--- src/inc/lpmc_map.vh ---
// register map, field positions and timing counts of the low-power mode controller
// Functional notes
// RULE1 - stop mode halts oscillator and pll, 70000-clock wake
// RULE2 - mode field: 00 normal, 01 standby, 10 doze, 11 stop
// RULE3 - doze halts pll and peripherals, 2500-clock wake
// RULE4 - standby keeps pll, baud clock; wake 2-5 cycles
// RULE5 - divide field selects power-of-two clock divide
// RULE6 - divider acts only while pll enabled
// RULE7 - nonzero divide is slow-go, zero is normal
// RULE8 - divide change keeps pll lock and clocks
// RULE9 - write protect bit blocks later mode writes
// RULE10 - baud divide bit inserts divide-by-two stage
// RULE11 - mode entered only on core stop
// RULE12 - sleep drive enable: float or drive buses
// RULE13 - low bits select driven level per bus
// RULE14 - core writes stop operand high byte first
// RULE15 - core writes in supervisor space, trace off
// RULE16 - trace enabled blocks stop-class entry
// RULE17 - non-supervisor power-down write is ignored (code still stores it in pwrd_q and clears the arm)
// RULE18 - capture mask bits 0-2 as abort threshold
// RULE19 - software disables serial channels before sleep
// RULE20 - wait 16 clocks, request bus, await grant, enter
// RULE21 - mode register resets to all zeros
`ifndef LPMC_MAP_VH
`define LPMC_MAP_VH
`define LPMC_ADDR_W          12
`define LPMC_OFS_MODE        12'h0fa
`define LPMC_OFS_PWRD        12'h0fb
`define LPMC_OFS_DRIVE       12'h82a
`define LPMC_MODE_RESET      8'h00
`define LPMC_DRIVE_RESET     8'h00
`define LPMC_PWRD_RESET      8'h00
`define LPMC_BIT_WP          7
`define LPMC_DF_HI           6
`define LPMC_DF_LO           3
`define LPMC_BIT_BCD         2
`define LPMC_LPM_HI          1
`define LPMC_LPM_LO          0
`define LPMC_BIT_DRV_EN      0
`define LPMC_BIT_DATA_LOW    1
`define LPMC_BIT_ADDR_LOW    2
`define LPMC_FC_SUPER_BIT    2
`define LPMC_LPM_NORMAL      2'h0
`define LPMC_LPM_STANDBY     2'h1
`define LPMC_LPM_DOZE        2'h2
`define LPMC_LPM_STOP        2'h3
`define LPMC_SETTLE_CLKS     5'h10
`define LPMC_STOP_WAKE_CLKS  70000
`define LPMC_DOZE_WAKE_CLKS  2500
`define LPMC_STBY_WAKE_CLKS  17'h00003
`endif

--- src/rtl/lpmc_controller.v ---
// low-power mode controller: mode registers, stop entry sequence, sleep bus drive
`timescale 1ns/1ps
`include "lpmc_map.vh"
module lpmc_controller #(
	parameter STOP_WAKE_CLKS = `LPMC_STOP_WAKE_CLKS,
	parameter DOZE_WAKE_CLKS = `LPMC_DOZE_WAKE_CLKS
) (
	// clock and reset
	input  wire        clk_i,
	input  wire        rst_i,
	input  wire        ce_i,
	// host register access
	input  wire [11:0] addr_i,
	input  wire [7:0]  wdata_i,
	input  wire        wr_i,
	input  wire        rd_i,
	input  wire [2:0]  fc_i,
	output reg  [7:0]  rdata_o,
	// core status and arbitration
	input  wire        trace_en_i,
	input  wire        stop_exec_i,
	input  wire [2:0]  irq_level_i,
	input  wire        bg_i,
	input  wire        bgack_i,
	input  wire        wake_i,
	input  wire        pll_en_i,
	output reg         br_o,
	// clock control
	output reg         osc_run_o,
	output reg         pll_run_o,
	output reg         periph_run_o,
	output reg         sys_clk_run_o,
	output reg         sys_ce_o,
	output reg         baud_ce_o,
	output reg  [1:0]  mode_o,
	// sleep bus drive
	output reg         addr_oe_o,
	output reg         addr_level_o,
	output reg         data_oe_o,
	output reg         data_level_o
);
	localparam ST_IDLE   = 3'h0;
	localparam ST_SETTLE = 3'h1;
	localparam ST_REQ    = 3'h2;
	localparam ST_SLEEP  = 3'h3;
	localparam ST_WAKE   = 3'h4;

	reg  [7:0]  mode_q;
	reg  [7:0]  drive_q;
	reg  [7:0]  pwrd_q;
	reg  [2:0]  mask_q;
	reg  [2:0]  st_q;
	reg  [2:0]  st_d;
	reg  [4:0]  settle_q;
	reg  [16:0] wake_q;
	reg  [1:0]  sleep_mode_q;
	reg         armed_q;
	wire        sys_ce;
	wire        baud_ce;
	wire        abort;
	wire        sleeping;
	wire        drv;

	function hit;
		input [11:0] a;
		input [11:0] ofs;
		hit = (a == ofs);
	endfunction

	wire wr_mode  = wr_i && hit(addr_i, `LPMC_OFS_MODE);
	wire wr_pwrd  = wr_i && hit(addr_i, `LPMC_OFS_PWRD);
	wire wr_drive = wr_i && hit(addr_i, `LPMC_OFS_DRIVE);

	// trace turned on mid-sequence also cancels the entry
	assign abort    = wake_i || trace_en_i || (irq_level_i > mask_q); // RULE20 RULE16
	assign sleeping = (st_q == ST_SLEEP);
	assign drv      = sleeping && drive_q[`LPMC_BIT_DRV_EN]; // RULE12

	lpmc_divider u_div (
		.clk_i       (clk_i),
		.rst_i       (rst_i),
		.ce_i        (ce_i),
		.factor_i    (mode_q[`LPMC_DF_HI:`LPMC_DF_LO]),
		.pll_en_i    (pll_en_i),
		.baud_half_i (mode_q[`LPMC_BIT_BCD]),
		.sys_ce_o    (sys_ce),
		.baud_ce_o   (baud_ce)
	);

	// registers
	always @(posedge clk_i) begin
		if (rst_i) begin
			mode_q  <= `LPMC_MODE_RESET; // RULE21
			drive_q <= `LPMC_DRIVE_RESET;
			pwrd_q  <= `LPMC_PWRD_RESET;
			mask_q  <= 3'h7;
			armed_q <= 1'b0;
			rdata_o <= 8'h00;
		end else if (ce_i) begin
			if (wr_mode && !mode_q[`LPMC_BIT_WP])
				mode_q <= wdata_i; // RULE9
			if (wr_drive)
				drive_q <= wdata_i;
			if (wr_pwrd) begin
				pwrd_q <= wdata_i;
				if (fc_i[`LPMC_FC_SUPER_BIT]) begin // RULE17
					mask_q  <= wdata_i[2:0]; // RULE18
					armed_q <= 1'b1;
				end else begin
					armed_q <= 1'b0;
				end
			end else if (st_q == ST_WAKE || (st_q != ST_IDLE && abort)) begin
				armed_q <= 1'b0;
			end
			if (rd_i) begin
				if (hit(addr_i, `LPMC_OFS_MODE))
					rdata_o <= mode_q;
				else if (hit(addr_i, `LPMC_OFS_PWRD))
					rdata_o <= pwrd_q;
				else if (hit(addr_i, `LPMC_OFS_DRIVE))
					rdata_o <= drive_q;
				else
					rdata_o <= 8'h00;
			end
		end
	end

	// entry sequence
	always @* begin
		st_d = st_q;
		case (st_q)
		ST_IDLE: begin
			// entry only from the stop instruction, never from a field write
			if (stop_exec_i && armed_q && !trace_en_i && // RULE11 RULE16
			    mode_q[`LPMC_LPM_HI:`LPMC_LPM_LO] != `LPMC_LPM_NORMAL) // RULE2
				st_d = ST_SETTLE;
		end
		ST_SETTLE: begin
			if (abort)
				st_d = ST_IDLE;
			else if (settle_q == `LPMC_SETTLE_CLKS - 5'h01 && !bg_i && !bgack_i)
				st_d = ST_REQ; // RULE20
		end
		ST_REQ: begin
			if (abort)
				st_d = ST_IDLE;
			else if (bg_i)
				st_d = ST_SLEEP; // RULE20
		end
		ST_SLEEP: begin
			if (wake_i)
				st_d = ST_WAKE;
		end
		ST_WAKE: begin
			if (wake_q == 17'h00000)
				st_d = ST_IDLE;
		end
		default: st_d = ST_IDLE;
		endcase
	end

	always @(posedge clk_i) begin
		if (rst_i) begin
			st_q         <= ST_IDLE;
			settle_q     <= 5'h00;
			wake_q       <= 17'h00000;
			sleep_mode_q <= `LPMC_LPM_NORMAL;
		end else if (ce_i) begin
			st_q <= st_d;
			// bus grant activity restarts the settle count
			if (st_q != ST_SETTLE || bg_i || bgack_i)
				settle_q <= 5'h00; // RULE20
			else
				settle_q <= settle_q + 5'h01;
			if (st_d == ST_SLEEP && st_q == ST_REQ)
				sleep_mode_q <= mode_q[`LPMC_LPM_HI:`LPMC_LPM_LO];
			if (st_q == ST_SLEEP && wake_i) begin
				case (sleep_mode_q)
				`LPMC_LPM_STOP:    wake_q <= STOP_WAKE_CLKS[16:0] - 17'h1; // RULE1
				`LPMC_LPM_DOZE:    wake_q <= DOZE_WAKE_CLKS[16:0] - 17'h1; // RULE3
				default:           wake_q <= `LPMC_STBY_WAKE_CLKS - 17'h1; // RULE4
				endcase
			end else if (wake_q != 17'h00000) begin
				wake_q <= wake_q - 17'h1;
			end
		end
	end

	// clock gating and bus drive outputs
	always @(posedge clk_i) begin
		if (rst_i) begin
			br_o          <= 1'b0;
			osc_run_o     <= 1'b1;
			pll_run_o     <= 1'b1;
			periph_run_o  <= 1'b1;
			sys_clk_run_o <= 1'b1;
			sys_ce_o      <= 1'b0;
			baud_ce_o     <= 1'b0;
			mode_o        <= `LPMC_LPM_NORMAL;
			addr_oe_o     <= 1'b0;
			addr_level_o  <= 1'b1;
			data_oe_o     <= 1'b0;
			data_level_o  <= 1'b1;
		end else if (ce_i) begin
			br_o          <= (st_d == ST_REQ) || (st_d == ST_SLEEP) || (st_d == ST_WAKE);
			mode_o        <= sleeping ? sleep_mode_q : `LPMC_LPM_NORMAL;
			osc_run_o     <= !(sleeping && sleep_mode_q == `LPMC_LPM_STOP); // RULE1
			pll_run_o     <= !(sleeping && sleep_mode_q != `LPMC_LPM_STANDBY); // RULE3 RULE4
			periph_run_o  <= !sleeping; // RULE3
			sys_clk_run_o <= !sleeping; // RULE4
			sys_ce_o      <= sys_ce && !sleeping;
			baud_ce_o     <= baud_ce && (!sleeping || sleep_mode_q == `LPMC_LPM_STANDBY); // RULE4
			addr_oe_o     <= drv; // RULE12
			data_oe_o     <= drv;
			addr_level_o  <= !drive_q[`LPMC_BIT_ADDR_LOW]; // RULE13
			data_level_o  <= !drive_q[`LPMC_BIT_DATA_LOW]; // RULE13
		end
	end
endmodule // lpmc_controller

--- src/rtl/lpmc_divider.v ---
// power-of-two clock-enable divider for system and baud clocks
`timescale 1ns/1ps
`include "lpmc_map.vh"
module lpmc_divider (
	// clock and reset
	input  wire       clk_i,
	input  wire       rst_i,
	input  wire       ce_i,
	// control
	input  wire [3:0] factor_i,
	input  wire       pll_en_i,
	input  wire       baud_half_i,
	// enables
	output reg        sys_ce_o,
	output reg        baud_ce_o
);
	reg  [15:0] cnt_q;
	reg         baud_t_q;
	wire [15:0] mask;
	wire        hit;

	// divider is free running so a factor change never restarts the pll
	assign mask = (16'h0001 << factor_i) - 16'h0001; // RULE5 RULE8
	assign hit  = ((cnt_q & mask) == 16'h0000) || !pll_en_i; // RULE6 RULE7

	always @(posedge clk_i) begin
		if (rst_i) begin
			cnt_q     <= 16'h0000;
			baud_t_q  <= 1'b0;
			sys_ce_o  <= 1'b0;
			baud_ce_o <= 1'b0;
		end else if (ce_i) begin
			cnt_q     <= cnt_q + 16'h0001;
			sys_ce_o  <= hit;
			baud_t_q  <= ~baud_t_q;
			baud_ce_o <= baud_half_i ? baud_t_q : 1'b1; // RULE10
		end
	end
endmodule // lpmc_divider

--- config.mk ---
export PLATFORM = sky130hd
export DESIGN_NAME = lpmc_controller
export DESIGN_NICKNAME = d
export VERILOG_FILES = /design/src/rtl/lpmc_controller.v /design/src/rtl/lpmc_divider.v
export VERILOG_INCLUDE_DIRS = /design/src /design/src/inc
export SDC_FILE = /design/constraint.sdc
export NUM_CORES = 1
export LEC_CHECK = 0
export BUFFER_PORTS_ARGS = -buffer_cell sky130_fd_sc_hd__buf_2
export CORE_MARGIN = 4
export CORE_UTILIZATION = 52
export DETAILED_ROUTE_END_ITERATION = 8
export GPL_TIMING_DRIVEN = 1
export PLACE_DENSITY_LB_ADDON = 0.05
export SLEW_MARGIN = 40
export SYNTH_ARGS = -nofsm -noshare
export SYNTH_HDL_FRONTEND = slang
export SYNTH_SLANG_ARGS = --single-unit
export TNS_END_PERCENT = 100
--- constraint.sdc ---
create_clock -name clk_i -period 2.4 [get_ports clk_i]
set_input_delay 0.48 -clock clk_i [delete_from_list [all_inputs] [get_ports clk_i]]
set_output_delay 0.48 -clock clk_i [all_outputs]
set_load 0.1 [all_outputs]
==> results.txt, run 1 <==
The flow ran to the end, and the final reports show no timing, DRC or antenna violations. The area growth from synthesis to layout is 11.9%, and the via count of the first global-routing pass is 3794. Along the worst path, the maximum fanout reaches 3. The synthesized netlist devotes 2.42% of its cell area to adder and majority cells. The logs give 199 for the initial DRC count and 42.1% for the fraction of power consumed by sequential logic. The tools report the cell row count as 34.

Setup violations remaining at the end of the flow were counted as 0. The first detailed-routing pass ran for 5 iterations. The worst setup path is launched from a flip-flop.

Summing every instance area after synthesis gives 4640 um2. The die covers 10500 um2. The average wire per standard cell was 15.0 um.

The logs give 0.804 for the final weighted congestion of routability-driven global placement and 0 ns for the final setup TNS. The data required time at the worst endpoint was 2.68 ns; the number of ports placed on the die boundary was 58. Critical path class: reg -> reg. Detailed routing inserted a total of 4055 vias.

The time the worst path needs with I/O delays and setup is 2.12 ns, and the cell leakage power is 2.11 nW. The starting density of the core is 53.3%, and the post-synthesis mux area share is 6.90%. By area the synthesized netlist is led by sky130_fd_sc_hd__dfxtp_1 40%, sky130_fd_sc_hd__nor2_1 7.4%, sky130_fd_sc_hd__mux2i_1 6.9%, sky130_fd_sc_hd__o21ai_0 3.3%, sky130_fd_sc_hd__a21oi_1 3.2%. The HPWL after detailed placement is 7210 um. The share of the clock period used by the worst path after layout is 88.5%, and the number of enable-type register cells in the synthesized netlist is 0. In the synthesized netlist the async set-or-reset flop fraction comes to 0%. After synthesis, the mean cell area works out to 8.40 um2. Most area-hungry cell type in the Yosys netlist: sky130_fd_sc_hd__dfxtp_1. Entering global routing, the biggest net connects 54 pins. TritonCTS built the clock tree. The data arrival time of the critical path is 2.41 ns.

Primary flip-flop cell chosen by synthesis mapping: sky130_fd_sc_hd__dfxtp_1. By area, the combinational part of the netlist is dominated by simple AND/OR/NAND/NOR gates. The share of layout cells above drive strength 1 is 17.1%, and the combined global-route utilization of all metal layers is 21.4%. The relative slew slack was 55.4%. Clock-pin slew was measured on the worst setup and hold paths at 0.10 ns.

In this run the number of H-tree levels came out at 3. The count of state elements after synthesis is 92, and the switching power of the nets is 1.68 mW. Based on the critical path, the design can be clocked at up to 471 MHz.

Clock tree synthesis selected as its root buffer the cell sky130_fd_sc_hd__clkbuf_8. The number of library cell types mapped by synthesis was 62; the xor/xnor cell area share of the yosys netlist was 4.53%. The tools report the max-slew violation total from the final report as 0.

After the last flow step, the layout net total stands at 644. Between clock sinks in the finished design, the worst skew comes to 0.0112 ns. The run gives 0 as the count of warnings emitted by yosys. The total overflow left after global routing is 0. The run gives 10700 um as the post-detailed-routing wire length. Of the total power, the clock network draws 21.8%. Cell internal power was estimated by the tool at 2.73 mW.

For the count of antenna-violating nets left after detailed routing, the log shows 0. In the routed design, unresolved DRC markers number 0. The area fraction in compound gates after synthesis came out at 15.0%. After synthesis, flip-flops and latches occupy 39.7% of the total area. The relative contribution of combinational cells to total power came out at 36.2%. In the synthesized netlist, the cells that appear most often are 92 x sky130_fd_sc_hd__dfxtp_1, 92 x sky130_fd_sc_hd__nor2_1, 32 x sky130_fd_sc_hd__mux2i_1. The basic-gate share of the synthesized area counting and, or, nand and nor cells came out at 26.8%.

Of the total power, the share spent switching nets is 38.1%. In the synthesized netlist, the number of instances is 553. In this run the worst hold path is classified as in -> reg. In this run the post-CTS setup repair buffer count came out at 0.

The maximum root-to-sink buffer count came out at 2. The number of antenna violations at the first check in global routing was 0; the die span in y was 103 um. Dividing the detail-routed via count by the number of cells gives 5.70. The floorplan die width works out to 103 um. Across all register-to-register paths, the minimum setup slack is 0.28 ns. The first global-routing pass estimated 17900 um of wire. Port buffering added 55 buffers. The number of antenna diodes in the final layout is 0.

Setup repair after global routing left no endpoint under its margin. The run gives 0 as the number of max-cap violations. For this design the ratio of total power to cell area is 849 nW/um2. The logs give 0 for the hold violation total from the final report and 59.6% for the fraction of the core area covered by cells at the end of the flow. Synthesis produced a netlist with a net count of 599. The region available for standard cell placement spans 8720 um2. The post-cts resize count is 0. STA classifies the critical path endpoint as a flip-flop. The clock insertion delay at the later pin of the skew report was 0.36 ns; the number of sinks driven by the clock tree was 92. VDD sags by at most 0.425 mV. Share of Yosys cell area claimed by the top area cell type: 39.7%. The slew at the pin closest to its max-slew limit came out at 0.668 ns.

The count of hold-fix buffers inserted at cts was 0; the total clock buffers created by CTS was 9.
power groups by stage:
| stage | combinational [mW] | clock [mW] | sequential (mW) |
|---|---|---|---|
| floorplan | 1.17 | 0 | 1.87 |
| global placement | 1.55 | 0 | 1.88 |
| detailed placement | 1.57 | 0 | 1.88 |
| CTS | 1.58 | 0.993 | 1.85 |
| global route | 1.78 | 1.06 | 1.87 |
| finish | 1.60 | 0.960 | 1.86 |
per-stage QoR:
step                hold WS [ns]  worst slack [ns]  total power, mW  instance area (um2)  instances
floorplan                  0.435             0.164             3.04                 4640        553
global placement           0.448             0.256             3.42                 5020        695
detailed placement         0.449             0.245             3.45                 5020        695
CTS                        0.307             0.254             4.43                 5200        711
global route               0.305            0.0475             4.72                 5200        711
finish                     0.330             0.276             4.41                 5200        711
worst max-delay path, stage by stage (launching register included):
cell                      delay, ns
sky130_fd_sc_hd__dfxtp_1       0.38
sky130_fd_sc_hd__ha_1          0.17
sky130_fd_sc_hd__and3_1        0.17
sky130_fd_sc_hd__ha_1          0.14
sky130_fd_sc_hd__nor3b_1       0.24
sky130_fd_sc_hd__a21oi_1       0.11
sky130_fd_sc_hd__o41ai_1       0.44
sky130_fd_sc_hd__and4b_1       0.25
sky130_fd_sc_hd__nor3_1        0.14
sequential cells by signal, indices dropped and copies added (netlist names):
signal and cells:
armed_q 1, br_o 1, u_div.baud_t_q 1, osc_run_o 1, sleep_mode_q 2, u_div.sys_ce_o 1, data_level_o 1, sys_ce_o 1
mode_o 2, u_div.cnt_q 15, settle_q 5, mask_q 3, u_div.baud_ce_o 1, baud_ce_o 1, addr_level_o 1, pwrd_q 8
drive_q 8, rdata_o 8, wake_q 17, st_q 3, mode_q 8, data_oe_o 1, pll_run_o 1, sys_clk_run_o 1
placed cells by master, fill, tap and decap left out, types with 4 or more instances in the layout:
| master | n |
|---|---|
| sky130_fd_sc_hd__xor2_1 | 15 |
| sky130_fd_sc_hd__and3_1 | 9 |
| sky130_fd_sc_hd__or3_1 | 5 |
| sky130_fd_sc_hd__buf_2 | 55 |
| sky130_fd_sc_hd__o211ai_1 | 5 |
| sky130_fd_sc_hd__xnor2_1 | 9 |
| sky130_fd_sc_hd__or2_2 | 4 |
| sky130_fd_sc_hd__buf_4 | 12 |
| sky130_fd_sc_hd__dfxtp_1 | 92 |
| sky130_fd_sc_hd__nand3b_1 | 9 |
| sky130_fd_sc_hd__nand4_1 | 6 |
| sky130_fd_sc_hd__nor4_1 | 4 |
| sky130_fd_sc_hd__nand3_1 | 28 |
| sky130_fd_sc_hd__mux2i_1 | 32 |
| sky130_fd_sc_hd__nor2b_1 | 4 |
| sky130_fd_sc_hd__a21oi_1 | 30 |
| sky130_fd_sc_hd__nand2b_1 | 8 |
| sky130_fd_sc_hd__o21ai_0 | 31 |
| sky130_fd_sc_hd__and4b_1 | 4 |
| sky130_fd_sc_hd__o2111ai_1 | 5 |
| sky130_fd_sc_hd__nor2_1 | 92 |
| sky130_fd_sc_hd__nand2_1 | 25 |
| sky130_fd_sc_hd__ha_1 | 9 |
| sky130_fd_sc_hd__a211o_1 | 4 |
| sky130_fd_sc_hd__clkbuf_8 | 9 |
| sky130_fd_sc_hd__inv_1 | 15 |
| sky130_fd_sc_hd__nor3_1 | 8 |
| sky130_fd_sc_hd__a31oi_1 | 12 |
final cells by class:
| type | count | area, um2 |
|---|---|---|
| Tap cell | 108 | 135 |
| Fill cell | 808 | 3520 |
| Clock buffer | 10 | 128 |
| Clock inverter | 6 | 47.5 |
| Inverter | 15 | 56.3 |
| Multi-Input combinational cell | 411 | 2580 |
| Timing Repair Buffer | 69 | 405 |
| Sequential cell | 92 | 1840 |
layer usage:
| layer | global-route usage (%) | routed length (um) |
|---|---|---|
| met5 | 0 | 0 |
| met4 | 6.56 | 111 |
| met3 | 4.80 | 461 |
| met2 | 34.2 | 4890 |
| met1 | 28.9 | 5190 |
final timing paths:
kind / start / endpoint / cells past startpoint
setup / recovery: settle_q[0]$_SDFFE_PP0P_ / br_o$_SDFFE_PP0P_ / 8
hold / removal: pll_en_i / u_div.sys_ce_o$_SDFFE_PP0P_ / 2
setup reg to reg: settle_q[0]$_SDFFE_PP0P_ / br_o$_SDFFE_PP0P_ / 8
hold reg to reg: mask_q[2]$_SDFFE_PP1P_ / mask_q[2]$_SDFFE_PP1P_ / 1
cell families (layout without fill, tap and decap cells):
group	Yosys count	after routing
AOI/OAI and AO/OA	111	111
xor gates and xnor gates	24	24
adders and majority gates	9	9
buffers and inverters	50	100
DFF	92	92
muxes	32	32
and+or+nand+nor	235	235
Power figures use the tool's default switching activity.
==> run 2, diff against run 1 <==
- ABC_AREA: unset -> 1
- CORE_UTILIZATION: 52 -> 53
- SETUP_SLACK_MARGIN: unset -> 0.4
==> results.txt, run 2 <==
The worst setup path is of the reg -> reg kind. The launch point of the worst hold path is pll_en_i. After floorplanning, the core was sized to cover 8810 um2. Adding up every negative setup slack in the final design gives 0 ns. Entering global routing, the biggest net connects 30 pins. The worst min-delay path class is in -> reg. In the final routed layout, each cell accounts on average for 13.3 um. Summed over all instances, the cell type with the most area after synthesis is sky130_fd_sc_hd__dfxtp_1. STA classifies the critical path startpoint as a flip-flop. Number of standard cells in the layout, taps in and fillers out: 883. The tools report the max-slew violation total from the final report as 0.

STA puts the critical path data arrival time at 2.07 ns. In this run the horizontal extent of the chip is 104 um. The logic depth of the worst register-to-register path came out at 13. After layout, the worst path uses 73.4% of the clock period. The tools report the via count of the first global-routing pass as 4477. The tools report the start point of the critical path as mode_q[6]$_SDFFE_PP0P_. For the number of nets in the layout, the log shows 816.

The clock passes through at most 2 buffers. Yosys printed 0 warnings. Most common cell in the synthesized netlist: sky130_fd_sc_hd__nand2_1. The number of levels in the clock H-tree is 3. The kind of cell with the highest combined delay along the critical path is simple AND/OR/NAND/NOR gates. The run gives 58 as the number of ports placed on the die boundary.

Leaving out fill and tap cells, the most frequent cell in the layout is sky130_fd_sc_hd__nand2_1. In this run the power density over the cells is 641 nW/um2. The most frequent cell on the critical path was sky130_fd_sc_hd__nand2_1.

The number of nets produced by synthesis was 764; the total die area was 10800 um2. Summing all multi-input logic gate instances after layout gives 2550 um2. The number of placed instances, taps included came out at 867.

The run gives 9 as the total clock buffers created by CTS. After filler insertion, the fill cell instance count of the layout stands at 887. TritonCTS built the clock tree. The share of Yosys cell area claimed by the top area cell type was 37.9%.

In the final layout, the registers with the most flip-flops are wake_q x17, u_div.cnt_q x15. The tools report the post-synth design cell area as 4860 um2. The count of antenna-violating nets left after detailed routing was 0. The top cell types in the final layout, fill and taps aside, are 128 x sky130_fd_sc_hd__nand2_1, 115 x sky130_fd_sc_hd__nor2_1, 91 x sky130_fd_sc_hd__dfxtp_1, 84 x sky130_fd_sc_hd__inv_1, 74 x sky130_fd_sc_hd__a21oi_1. For met1 alone, demand over resource in global routing was 28.3%. The tools report the count of mapped cells out of synthesis as 718.

Setup repair after global routing left no endpoint under its margin. The worst IR drop on VDD is 0.350 mV. Counting flops per register, the top entry is wake_q. Number of flip-flops under the largest register name: 17.

The mean post-synth cell area works out to 6.77 um2. Global routing consumed, on the met2 layer, 38.2% of the routing resources. Counting instances, the worst hold path has a depth of 4. The first global-routing pass estimated 20200 um of wire.

Global routing consumed, on the met3 layer, 3.42% of the routing resources. The worst register-to-register path begins at mode_q[6]$_SDFFE_PP0P_. Synthesis instantiated 42 different standard cells from the library. The relative slew slack was 60.5%; the data required time at the worst endpoint was 2.71 ns.

Sort of element at the end of the critical path: a flip-flop. Of the cells placed in the final design, the portion with a size suffix greater than 1 is 14.2%. Reg-to-reg critical path endpoint: u_div.sys_ce_o$_SDFFE_PP0P_. The tools report the maximum clock rate as 568 MHz. Yosys attributes the largest share of cell area to sky130_fd_sc_hd__dfxtp_1 38%, sky130_fd_sc_hd__nand2_1 9.9%, sky130_fd_sc_hd__nor2_1 9.0%, sky130_fd_sc_hd__a21oi_1 7.6%, sky130_fd_sc_hd__o21ai_0 6.9%. For this design, the slowest cell found on the critical path is sky130_fd_sc_hd__dfxtp_1. Most utilized layer in the global route result: met2. The setup-violating endpoint count in the final report was 0; the post-detailed-routing wire length was 11700 um. Dividing the detail-routed via count by the number of cells gives 5.37. The pre-antenna-repair detailed-routing pass consisted of 5 iterations. Final weighted congestion of routability-driven global placement: 0.909. The routed layout has 4739 vias. CTS placed an instance of sky130_fd_sc_hd__clkbuf_8 at the clock tree root. The largest fanout on the critical path came out at 10.

In the final layout, flip-flops and latches occupy 1840 um2. Counting flops with a built-in enable in the synthesized netlist gives 0. In the synthesized netlist, the cells that appear most often are 128 x sky130_fd_sc_hd__nand2_1, 117 x sky130_fd_sc_hd__nor2_1, 92 x sky130_fd_sc_hd__dfxtp_1. The tool flagged a number of max-cap violations equal to 0. The number of logic stages on the critical path including buffering works out to 13. For hold timing, the worst endpoint is u_div.sys_ce_o$_SDFFE_PP0P_. The run gives 8740 um as the sum of net half-perimeters after detailed placement. After detailed routing, the number of remaining DRC violations is 0. The critical path goes through nor2_4 > nand3_1 > ha_1 > inv_1 > nand2_1 > nand2_1 > inv_1 > nand2_1 > nor2_1 > nand2_1 > nor2_1 > nand3_1 > a21oi_1. After synthesis, the share of flip-flops with an asynchronous set or reset is 0%.

The time the worst path needs with I/O delays and setup was 1.76 ns; the count of hold-fix buffers inserted at cts was 0. The number of antenna violations at the first check in global routing came out at 0. The initial DRC count is 191, and the number of port buffers is 55.

The flow ran to the end, and the final reports show no timing, DRC or antenna violations. Starting density of the core: 55.2%. Among all flip-flop cells after synthesis, the most frequent one is sky130_fd_sc_hd__dfxtp_1. The run gives 0.36 ns as the clock insertion delay at the later pin of the skew report. On the worst path, the slowest cell contributes a delay of 0.43 ns. After clock tree synthesis, the setup repair step added 0 buffers. The die span in y came out at 104 um.

The tree built by TritonCTS fans out to 92 sinks. The cell row count is 34. For this design the static power due to leakage is 2.51 nW. The clock arrives with 0.0175 ns of skew. The total overflow left after global routing is 0. The run gives 37.9% as the sequential-to-total area share from yosys stat.

The worst register-to-register path has a setup slack of 0.64 ns. The combined global-route utilization of all metal layers was 22.1%; the antenna diode count was 0. The synthesized design contains 92 register bits.

At the pin with the least slew margin, the transition time is 0.587 ns. The run gives 0 as the hold violation total from the final report. The area growth from synthesis to layout is 11.1%.

The clock-pin slew reported for the worst setup and hold paths after clock tree synthesis was 0.11 ns; the buffering stage count on the worst path with inverters included was 2. The tools report the fraction of the core area covered by cells at the end of the flow as 61.3%.
run 2: through the flow:
| step | total power, mW | cell area (um2) | setup slack [ns] | hold slack, ns |
|---|---|---|---|---|
| after floorplan | 2.34 | 4860 | 0.546 | 0.423 |
| after global placement | 2.49 | 5200 | 0.528 | 0.450 |
| after detailed placement | 2.51 | 5200 | 0.495 | 0.458 |
| after CTS | 3.49 | 5390 | 0.483 | 0.363 |
| after global routing | 3.67 | 5400 | 0.404 | 0.396 |
| final | 3.46 | 5400 | 0.639 | 0.371 |
run 2: worst min-delay path, delay by kind of cell:
kind | cells | cell delay, ns
buffers and inverters | 2 | 0.12
AO/OA/AOI/OAI | 1 | 0.05
AND/OR/NAND/NOR | 1 | 0.04
run 2: final cells by class:
| cell class | instances | share of cell area (%) |
|---|---|---|
| Sequential cell | 92 | 34.1 |
| Multi-Input combinational cell | 515 | 47.3 |
| Timing Repair Buffer | 66 | 6.63 |
| Clock inverter | 7 | 1.09 |
| Inverter | 86 | 6.03 |
| Clock buffer | 9 | 2.29 |
| Tap cell | 108 | 2.50 |
run 2: what timing repair did:
| action | in CTS | in global routing |
|---|---|---|
| setup endpoints to repair | 0 | 1 |
| hold endpoints to repair | 0 | 0 |
| gates resized for setup | 0 | 4 |
run 2: how the worst max path moves through the flow:
stage,endpoint
floorplan,data_oe_o
global placement,u_div.sys_ce_o$_SDFFE_PP0P_
detailed placement,rdata_o[6]$_SDFFE_PP0P_
CTS,u_div.sys_ce_o$_SDFFE_PP0P_
global route,u_div.sys_ce_o$_SDFFE_PP0P_
finish,u_div.sys_ce_o$_SDFFE_PP0P_
run 2: cell families (layout without fill, tap and decap cells):
kind of cell             count (synthesis)  after routing  share of synthesized area, %
AND/OR/NAND/NOR                        340            340                          31.3
AO/OA/AOI/OAI                          161            161                          17.8
buffers and inverters                  111            168                          9.76
flip-flops                              92             92                          37.9
adder cells (fa/ha/maj)                  9              9                          2.32
XOR/XNOR                                 5              5                         0.901
run 2: routing by layer:
| metal | part of all wire (%) | up-vias |
|---|---|---|
| li1 | - | 2449 |
| met1 | 46 | 2181 |
| met2 | 48 | 94 |
| met3 | 4.5 | 15 |
| met4 | 1.2 | 0 |
| met5 | 0 | - |
run 2: where the power goes:
part / total (mW) / switching, mW / internal, mW / leakage, nW
registers: 1.68 / 0.0719 / 1.60 / 0.750
logic: 0.804 / 0.553 / 0.251 / 1.67
clock network: 0.981 / 0.588 / 0.393 / 0.0921
total: 3.46 / 1.21 / 2.25 / 2.51
